<file path="config.mk">
export PLATFORM = sky130hd
export DESIGN_NAME = letr_top
export DESIGN_NICKNAME = d
export VERILOG_FILES = /design/src/include/letr_pkg.sv /design/src/include/letr_lut_if.sv /design/src/rtl/letr_lut16.sv /design/src/rtl/letr_top.sv
export SDC_FILE = /design/constraint.sdc
export NUM_CORES = 1
export LEC_CHECK = 0
export ABC_AREA = 1
export ABC_CLOCK_PERIOD_IN_PS = 7700
export BUFFER_PORTS_ARGS = -buffer_cell sky130_fd_sc_hd__buf_2
export CORE_ASPECT_RATIO = 0.75
export CORE_MARGIN = 2
export CORE_UTILIZATION = 60
export CTS_CLUSTER_DIAMETER = 50
export DETAILED_ROUTE_END_ITERATION = 8
export GPL_ROUTABILITY_DRIVEN = 0
export PLACE_DENSITY = 0.85
export SETUP_SLACK_MARGIN = 0.05
export SLEW_MARGIN = 5
export SYNTH_ARGS = -nofsm -noshare
export SYNTH_HDL_FRONTEND = slang
export SYNTH_SLANG_ARGS = --single-unit
</file>
<file path="constraint.sdc">
create_clock -name CORE_CLK -period 7.7 [get_ports CORE_CLK]
set_clock_uncertainty 0.2 [all_clocks]
set_input_delay 1.155 -clock CORE_CLK [delete_from_list [all_inputs] [get_ports CORE_CLK]]
set_output_delay 1.155 -clock CORE_CLK [all_outputs]
set_load 0.02 [all_outputs]
</file>
<file path="src/include/letr_pkg.sv">
package letr_pkg;
  // Cell geometry
  localparam int LETR_AW = 4;
  localparam int LETR_WORDS = 16;
  localparam int LETR_LANES = 2;
  localparam int LETR_LANE_F = 0;
  localparam int LETR_LANE_G = 1;
  localparam int LETR_PIN_W = 2 * LETR_AW + 4;
  // Wishbone widths
  localparam int WB_AW = 8;
  localparam int WB_DW = 32;
  localparam int WB_SW = 4;
  // Register offsets
  localparam logic [7:0] LETR_OFS_CFG = 8'h00;
  localparam logic [7:0] LETR_OFS_HTAB = 8'h04;
  localparam logic [7:0] LETR_OFS_GSR = 8'h08;
  localparam logic [7:0] LETR_OFS_STAT = 8'h0c;
  localparam logic [7:0] LETR_OFS_MEMF = 8'h10;
  localparam logic [7:0] LETR_OFS_MEMG = 8'h14;
  // Field positions and widths
  localparam int LETR_MODE_W = 2;
  localparam int LETR_SRC_W = 2;
  localparam int LETR_HTAB_W = 8;
  localparam int LETR_CNT_W = 8;
  localparam int CFG_MODE_LSB = 0;
  localparam int CFG_FALL_BIT = 2;
  localparam int CFG_OPP_BIT = 3;
  localparam int CFG_SRCX_LSB = 4;
  localparam int CFG_SRCY_LSB = 6;
  localparam int GSR_CMD_BIT = 0;
  localparam int STAT_CNT_LSB = 0;
  localparam int STAT_ADDR_LSB = 8;
  localparam int STAT_DATA_BIT = 13;
  // Reset values
  localparam logic [LETR_HTAB_W-1:0] LETR_HTAB_RST = 8'h00;
  localparam logic [LETR_CNT_W-1:0] LETR_CNT_RST = 8'h00;
  typedef enum logic [1:0] {
    LETR_M16X2 = 2'h0,
    LETR_M16X1 = 2'h1,
    LETR_M32X1 = 2'h2
  } letr_mode_type;
  typedef enum logic [1:0] {
    LETR_SRC_F = 2'h0,
    LETR_SRC_G = 2'h1,
    LETR_SRC_H = 2'h2,
    LETR_SRC_AUX0 = 2'h3
  } letr_src_type;
  typedef enum logic {
    LETR_WS_IDLE = 1'b0,
    LETR_WS_PULSE = 1'b1
  } letr_wstate_type;
endpackage

</file>
<file path="src/include/letr_lut_if.sv">
interface letr_lut_if;
  import letr_pkg::*;
  logic [LETR_AW-1:0] waddr;
  logic [LETR_AW-1:0] raddr;
  logic din;
  logic wpulse;
  logic dout;
  logic [LETR_WORDS-1:0] contents;
  modport ctrl (output waddr, output raddr, output din, output wpulse,
                input dout, input contents);
  modport mem (input waddr, input raddr, input din, input wpulse,
               output dout, output contents);
endinterface

</file>
<file path="src/rtl/letr_lut16.sv">
module letr_lut16 #(
  parameter logic [letr_pkg::LETR_WORDS-1:0] INIT = 16'h0000
) (
  // Clock and configuration reset
  input wire logic clk,
  input wire logic rst,
  // Table access
  letr_lut_if.mem bus
);
  import letr_pkg::*;

  logic [LETR_WORDS-1:0] cells;

  // Preload only at configuration; no cell-flop preset path reaches here
  always_ff @(posedge clk or posedge rst) begin
    if (rst) begin
      cells <= INIT;
    end else if (bus.wpulse) begin
      cells[bus.waddr] <= bus.din;
    end
  end

  // Asynchronous read of the addressed word
  assign bus.dout = cells[bus.raddr];
  assign bus.contents = cells;
endmodule

</file>
<file path="src/rtl/letr_top.sv">
// The placing of the registers and the Wishbone register port were decided locally.
module letr_top #(
  parameter logic [letr_pkg::LETR_WORDS-1:0] INIT_F = 16'h0000,
  parameter logic [letr_pkg::LETR_WORDS-1:0] INIT_G = 16'h0000,
  parameter logic FF_INIT_X = 1'b0,
  parameter logic FF_INIT_Y = 1'b0
) (
  // Clock and configuration reset
  input wire logic CORE_CLK,
  input wire logic RST,
  // Wishbone slave
  input wire logic [letr_pkg::WB_AW-1:0] WB_ADR_I,
  input wire logic [letr_pkg::WB_DW-1:0] WB_DAT_I,
  input wire logic [letr_pkg::WB_SW-1:0] WB_SEL_I,
  input wire logic WB_WE_I,
  input wire logic WB_CYC_I,
  input wire logic WB_STB_I,
  output logic [letr_pkg::WB_DW-1:0] WB_DAT_O,
  output logic WB_ACK_O,
  // Cell write side
  input wire logic WCLK,
  input wire logic WRITE_STROBE,
  input wire logic [letr_pkg::LETR_AW-1:0] F_ADDR,
  input wire logic [letr_pkg::LETR_AW-1:0] G_ADDR,
  input wire logic AUX_INPUT_ZERO,
  input wire logic AUX_INPUT_ONE,
  // Cell outputs
  output logic PORT_READ_OUT_F,
  output logic PORT_READ_OUT_G,
  output logic COMB_OUT_H,
  output logic CELL_Q_X,
  output logic CELL_Q_Y
);
  import letr_pkg::*;

  logic [LETR_PIN_W-1:0] pin_meta;
  logic [LETR_PIN_W-1:0] pin_sync;
  logic wclk_s;
  logic we_s;
  logic aux1_s;
  logic aux0_s;
  logic [LETR_AW-1:0] ga_s;
  logic [LETR_AW-1:0] fa_s;
  logic wclk_d;
  logic rise;
  logic fall;
  logic act_edge;
  logic ff_edge;
  letr_mode_type cfg_mode;
  logic cfg_fall;
  logic cfg_opp;
  letr_src_type cfg_srcx;
  letr_src_type cfg_srcy;
  logic [LETR_HTAB_W-1:0] htab;
  logic gsr_pulse;
  letr_wstate_type wstate;
  letr_wstate_type next_wstate;
  logic [LETR_AW-1:0] cap_fa;
  logic [LETR_AW-1:0] cap_ga;
  logic cap_a0;
  logic cap_a1;
  logic cap_we;
  logic wr_pulse;
  logic mode32;
  logic mode16x2;
  logic [LETR_LANES-1:0] lane_we;
  logic [LETR_LANES-1:0] lane_din;
  logic [LETR_LANES-1:0] lane_dout;
  logic [LETR_AW-1:0] lane_waddr [LETR_LANES];
  logic [LETR_AW-1:0] lane_raddr [LETR_LANES];
  logic [LETR_WORDS-1:0] lane_contents [LETR_LANES];
  logic f_out;
  logic g_out;
  logic h_out;
  logic [LETR_CNT_W-1:0] wr_count;
  logic [LETR_AW:0] last_addr;
  logic last_data;
  logic bus_req;
  logic bus_wr;
  logic [WB_DW-1:0] rdata;

  // Pin inputs: two-stage synchroniser, then an edge stage on the clock
  assign {wclk_s, we_s, aux1_s, aux0_s, ga_s, fa_s} = pin_sync;

  always_ff @(posedge CORE_CLK or posedge RST) begin
    if (RST) begin
      pin_meta <= '0;
      pin_sync <= '0;
      wclk_d <= 1'b0;
    end else begin
      pin_meta <= {WCLK, WRITE_STROBE, AUX_INPUT_ONE, AUX_INPUT_ZERO, G_ADDR, F_ADDR};
      pin_sync <= pin_meta;
      wclk_d <= wclk_s;
    end
  end

  assign rise = wclk_s & ~wclk_d;
  assign fall = ~wclk_s & wclk_d;
  // Write edge sense from cfg_fall; cell flops take the opposite edge when cfg_opp is set
  assign act_edge = cfg_fall ? fall : rise;
  assign ff_edge = (cfg_opp ^ cfg_fall) ? fall : rise;

  // Capture at the active edge
  always_ff @(posedge CORE_CLK or posedge RST) begin
    if (RST) begin
      cap_fa <= '0;
      cap_ga <= '0;
      cap_a0 <= 1'b0;
      cap_a1 <= 1'b0;
      cap_we <= 1'b0;
    end else if (act_edge) begin
      cap_fa <= fa_s;
      cap_ga <= ga_s;
      cap_a0 <= aux0_s;
      cap_a1 <= aux1_s;
      cap_we <= we_s;
    end
  end

  // Internal write pulse sequencer
  always_comb begin
    case (wstate)
      LETR_WS_IDLE: begin
        next_wstate = (act_edge && we_s) ? LETR_WS_PULSE : LETR_WS_IDLE;
      end
      LETR_WS_PULSE: begin
        next_wstate = LETR_WS_IDLE;
      end
      default: begin
        next_wstate = LETR_WS_IDLE;
      end
    endcase
  end

  always_ff @(posedge CORE_CLK or posedge RST) begin
    if (RST) begin
      wstate <= LETR_WS_IDLE;
    end else begin
      wstate <= next_wstate;
    end
  end

  assign wr_pulse = (wstate == LETR_WS_PULSE);
  assign mode32 = (cfg_mode == LETR_M32X1);
  assign mode16x2 = (cfg_mode == LETR_M16X2);

  // Lane steering per organisation
  always_comb begin
    lane_we[LETR_LANE_F] = wr_pulse && (!mode32 || !cap_a1);
    lane_we[LETR_LANE_G] = wr_pulse && (mode16x2 || (mode32 && cap_a1));
    lane_din[LETR_LANE_F] = cap_a0;
    lane_din[LETR_LANE_G] = mode16x2 ? cap_a1 : cap_a0;
    lane_waddr[LETR_LANE_F] = cap_fa;
    lane_waddr[LETR_LANE_G] = mode32 ? cap_fa : cap_ga;
    lane_raddr[LETR_LANE_F] = fa_s;
    lane_raddr[LETR_LANE_G] = mode32 ? fa_s : ga_s;
  end

  letr_lut_if lut_bus [LETR_LANES] ();

  for (genvar i = 0; i < LETR_LANES; i++) begin : g_lane
    assign lut_bus[i].waddr = lane_waddr[i];
    assign lut_bus[i].raddr = lane_raddr[i];
    assign lut_bus[i].din = lane_din[i];
    assign lut_bus[i].wpulse = lane_we[i];
    assign lane_dout[i] = lut_bus[i].dout;
    assign lane_contents[i] = lut_bus[i].contents;
    letr_lut16 #(
      .INIT((i == LETR_LANE_F) ? INIT_F : INIT_G)
    ) u_lut (
      .clk(CORE_CLK),
      .rst(RST),
      .bus(lut_bus[i])
    );
  end

  // Outputs follow the table without waiting for the write clock
  assign f_out = (mode32 && aux1_s) ? lane_dout[LETR_LANE_G] : lane_dout[LETR_LANE_F];
  assign g_out = lane_dout[LETR_LANE_G];
  assign h_out = htab[{aux1_s, lane_dout[LETR_LANE_G], lane_dout[LETR_LANE_F]}];

  always_ff @(posedge CORE_CLK or posedge RST) begin
    if (RST) begin
      PORT_READ_OUT_F <= 1'b0;
      PORT_READ_OUT_G <= 1'b0;
      COMB_OUT_H <= 1'b0;
    end else begin
      PORT_READ_OUT_F <= f_out;
      PORT_READ_OUT_G <= g_out;
      COMB_OUT_H <= h_out;
    end
  end

  function automatic logic pick(letr_src_type s, logic f, logic g, logic h, logic a);
    case (s)
      LETR_SRC_F: pick = f;
      LETR_SRC_G: pick = g;
      LETR_SRC_H: pick = h;
      default: pick = a;
    endcase
  endfunction

  // Cell flops; preset/clear acts here only, never on the tables
  always_ff @(posedge CORE_CLK or posedge RST) begin
    if (RST) begin
      CELL_Q_X <= FF_INIT_X;
      CELL_Q_Y <= FF_INIT_Y;
    end else if (gsr_pulse) begin
      CELL_Q_X <= FF_INIT_X;
      CELL_Q_Y <= FF_INIT_Y;
    end else if (ff_edge) begin
      CELL_Q_X <= pick(cfg_srcx, f_out, g_out, h_out, aux0_s);
      CELL_Q_Y <= pick(cfg_srcy, f_out, g_out, h_out, aux0_s);
    end
  end

  // Write activity status
  always_ff @(posedge CORE_CLK or posedge RST) begin
    if (RST) begin
      wr_count <= LETR_CNT_RST;
      last_addr <= '0;
      last_data <= 1'b0;
    end else if (wr_pulse) begin
      wr_count <= wr_count + 1'b1;
      last_addr <= {mode32 && cap_a1, cap_fa};
      last_data <= lane_din[LETR_LANE_F] | (lane_we[LETR_LANE_G] & lane_din[LETR_LANE_G]);
    end
  end

  // Wishbone slave: ack one cycle after request, write at the acked edge
  assign bus_req = WB_CYC_I & WB_STB_I;
  assign bus_wr = bus_req & WB_ACK_O & WB_WE_I & WB_SEL_I[0];

  always_ff @(posedge CORE_CLK or posedge RST) begin
    if (RST) begin
      WB_ACK_O <= 1'b0;
    end else begin
      WB_ACK_O <= bus_req & ~WB_ACK_O;
    end
  end

  always_ff @(posedge CORE_CLK or posedge RST) begin
    if (RST) begin
      cfg_mode <= LETR_M16X2;
      cfg_fall <= 1'b0;
      cfg_opp <= 1'b0;
      cfg_srcx <= LETR_SRC_F;
      cfg_srcy <= LETR_SRC_G;
      htab <= LETR_HTAB_RST;
    end else if (bus_wr && WB_ADR_I == LETR_OFS_CFG) begin
      cfg_mode <= letr_mode_type'(WB_DAT_I[CFG_MODE_LSB +: LETR_MODE_W]);
      cfg_fall <= WB_DAT_I[CFG_FALL_BIT];
      cfg_opp <= WB_DAT_I[CFG_OPP_BIT];
      cfg_srcx <= letr_src_type'(WB_DAT_I[CFG_SRCX_LSB +: LETR_SRC_W]);
      cfg_srcy <= letr_src_type'(WB_DAT_I[CFG_SRCY_LSB +: LETR_SRC_W]);
    end else if (bus_wr && WB_ADR_I == LETR_OFS_HTAB) begin
      htab <= WB_DAT_I[LETR_HTAB_W-1:0];
    end
  end

  always_ff @(posedge CORE_CLK or posedge RST) begin
    if (RST) begin
      gsr_pulse <= 1'b0;
    end else begin
      gsr_pulse <= bus_wr && WB_ADR_I == LETR_OFS_GSR && WB_DAT_I[GSR_CMD_BIT];
    end
  end

  always_comb begin
    rdata = '0;
    case (WB_ADR_I)
      LETR_OFS_CFG: begin
        rdata[CFG_MODE_LSB +: LETR_MODE_W] = cfg_mode;
        rdata[CFG_FALL_BIT] = cfg_fall;
        rdata[CFG_OPP_BIT] = cfg_opp;
        rdata[CFG_SRCX_LSB +: LETR_SRC_W] = cfg_srcx;
        rdata[CFG_SRCY_LSB +: LETR_SRC_W] = cfg_srcy;
      end
      LETR_OFS_HTAB: rdata[LETR_HTAB_W-1:0] = htab;
      LETR_OFS_STAT: begin
        rdata[STAT_CNT_LSB +: LETR_CNT_W] = wr_count;
        rdata[STAT_ADDR_LSB +: LETR_AW + 1] = last_addr;
        rdata[STAT_DATA_BIT] = last_data;
      end
      LETR_OFS_MEMF: rdata[LETR_WORDS-1:0] = lane_contents[LETR_LANE_F];
      LETR_OFS_MEMG: rdata[LETR_WORDS-1:0] = lane_contents[LETR_LANE_G];
      default: rdata = '0;
    endcase
  end

  always_ff @(posedge CORE_CLK or posedge RST) begin
    if (RST) begin
      WB_DAT_O <= '0;
    end else if (bus_req && !WB_ACK_O) begin
      WB_DAT_O <= rdata;
    end
  end
endmodule

</file>
==> run metrics <==
status completed; number of fill cells in the layout approximately 650; DRT antenna net count 0; H-tree depth 4; DR iter-0 viols approximately 600; PD cells 281.0 nW/um^2; Clk pwr share a little over two fifths; post-synthesis cell type count 44; flops & latches, synth ~120; share of layout cells above drive strength 1 between 15 and 20%; Resized cells post-CTS 0; final hold viol count 0; CP dominant cell by count nor2_1; CP max stage delay ~920 ps; Lkg Pwr around 3.2 nW; CP startpoint kind primary input; power share of the sequential group a little over two fifths; antenna violations before repair 0; max_cap viols 0; Hold WS 144.5 ps; setup bufs post-CTS 0; io pins between 90 and 100; hold buffers post-CTS 0; ANT cells 0; sw power 0.5661 mW; routed vias/inst roughly 6.0; first-pass GRT wire length between 20 and 25 mm; Switching Fraction 30.48%; Final Cycle Share 41.94%; vias in the first global route 4731; Worst path slowest cell a2111oi_0; cts bufs inserted 17; CTS tree yes; Avg Inst Size Synth between 8 and 9 um^2; die area approximately 10000 um^2; Worst-Margin Slew around 1300 ps; Worst-Skew Late Latency between 400 and 500 ps; cell-internal power ~1.3 mW; nets between 700 and 800; Layout area overhead 16.06%; Comb power frac 13.9%; Tot GR Track Use a little under a third; DR pass1 iterations 6; fin crit period 3229 ps; Power Total between 1.5 and 2 mW; Synth warnings 0; Core ar. about 9100 um^2; port bufs 55; final setup fails 0; clk buf depth 2; Root Driver clkbuf_16; f_max 0.3097 GHz; Post-Route WL 14.97 mm; clock-pin slew of the registers on the worst-case setup and hold paths 60 ps; critical-path maximum fanout 15; max_slew headroom 16.65%; number of synthesized flops with an enable pin 0; Worst Path Arrival 3300 ps; gr ovfl total 0; vias around 5100; Residual DRC 0; Setup crit end kind register; async set or reset register ratio after synthesis between 90% and 100%; max-slew violations 0; # rows 30; DP HPWL approximately 10 mm; Initial Util 62.44%; Peak VDD IR approximately 0.25 mV; Num Clock Sinks ~120; predominant post-synthesis flop cell dfrtp_1; WL/cell around 18 um; Seq/Total Area, Yosys a little over half; Syn Std Cell Area approximately 5700 um^2; RSZ-0062 raised after global routing false; critical path class primary input to register; largest net degree at the start of global routing 65; CP cell instances buf_2 -> nand2_1 -> nor2_1 -> o21ai_0 -> a2111oi_0 -> nor2_1; Mapped Cells 651; worst min path class register to register; setup TNS 0 ps; Worst Path Required between 7000 and 8000 ps; chip height a little under 90 um; Die Span X 116.5 um
## per-stage QoR
step / worst slack [ps] / utilization, % / area (um^2) / std cells
3_3_place_gp: 4161 / 65.93 / 6013 / 817
2_1_floorplan: 3132 / - / 5752 / 666
5_1_grt: 4285 / 72.47 / 6610 / 849
3_5_place_dp: 4110 / 65.93 / 6013 / 817
4_1_cts: 4499 / 72.43 / 6606 / 849
6_report: 4471 / 72.47 / 6610 / 849
## flip-flops by register name, summed over array words and instances, names as in the netlist, 2 cells and up
name,count
cfg_srcy,2
cap_fa,4
cap_ga,4
cfg_mode,2
cfg_srcx,2
htab,8
pin_meta,12
last_addr,5
g_lane.u_lut.bus.contents,32
wr_count,8
WB_DAT_O,16
pin_sync,12
## layer usage
| metal | vias to the layer above | global-route usage (%) | share of wire (%) |
|---|---|---|---|
| li1 | 2279 | - | - |
| met1 | 2377 | 42.90 | 40 |
| met2 | 372 | 47.94 | 45 |
| met3 | 32 | 10.96 | 13 |
| met4 | 0 | 8.766 | 1.2 |
| met5 | - | 0 | 0 |
## Yosys cell counts (all sizes together), types with 3 or more instances
cell / count / share of area [%]
mux2i: 4 / 0.70
nor2: 38 / 2.6
nand2: 124 / 8.6
nor3: 12 / 2.2
clkbuf: 14 / 0.94
o21ai: 72 / 6.9
a21oi: 43 / 3.8
inv: 75 / 4.9
buf: 20 / 2.6
dfrtp: 120 / 53
a41oi: 3 / 0.46
nand3: 70 / 6.2
a221oi: 5 / 0.77
xor2: 5 / 0.77
a31oi: 29 / 3.2
## cell type report
type / count / area (um^2) / area share [%]
timing repair buffer: 57 / 290.3 / 4.391
clock inverter: 15 / 167.7 / 2.536
tap: 128 / 160.2 / 2.423
clock buffer: 17 / 425.4 / 6.436
sequential: 121 / 3029 / 45.83
inverter: 76 / 287.8 / 4.354
multi-input combinational: 435 / 2250 / 34.03
## cells by family (layout without fill, tap and decap cells)
group                    Yosys count  in the layout  share of synthesized area (%)
other                              1             16                        0.06584
AO/OA/AOI/OAI                    156            156                          15.69
adder cells (fa/ha/maj)            1              1                         0.2196
AND/OR/NAND/NOR                  252            252                          20.69
flip-flops                       121            121                          53.19
multiplexers                       4              4                         0.7030
buffers and inverters            110            165                          8.524
XOR/XNOR                           6              6                         0.9227
## worst max-delay path, delay by kind of cell
kind            cells  cell delay, ps
buf+inv             1              70
compound gates      2            1190
simple gates        3             890
## power groups by stage
stage	registers [mW]	clock network [mW]	logic, mW
floorplan	0.796	0	0.180
global placement	0.806	0	0.236
detailed placement	0.812	0	0.248
CTS	0.802	0.794	0.254
global route	0.814	0.826	0.292
finish	0.807	0.792	0.258
## path summary, 6_finish.rpt
check | from | endpoint | slack [ps] | cells past startpoint
setup / recovery | WB_CYC_I | WB_DAT_O[0] | 4470 | 6
hold / removal | pin_meta[2] | pin_sync[2] | 140 | 0
min in group asynchronous | RST | pin_meta[5] | 670 | 2
max in group asynchronous | RST | WB_DAT_O[2] | 5410 | 3
setup reg to reg | WB_ACK_O | WB_DAT_O[0] | 4920 | 4
hold reg to reg | pin_meta[2] | pin_sync[2] | 140 | 0
## layout by cell type (no fill, tap or decap), types with 4 or more instances in the layout
master,instances
clkbuf_16,17
inv_2,7
nand2_1,117
nor3_1,5
nand3_1,69
a21oi_1,43
nor3_4,5
a221oi_1,5
mux2i_1,4
nor2_1,36
o21ai_1,7
inv_6,4
conb_1,16
xor2_1,5
buf_2,55
o21ai_0,59
o21ai_2,4
dfrtp_1,120
inv_1,67
a31oi_1,29
nand2_2,6
clkinv_4,6
Note: power is estimated with default switching activity, not from simulation.
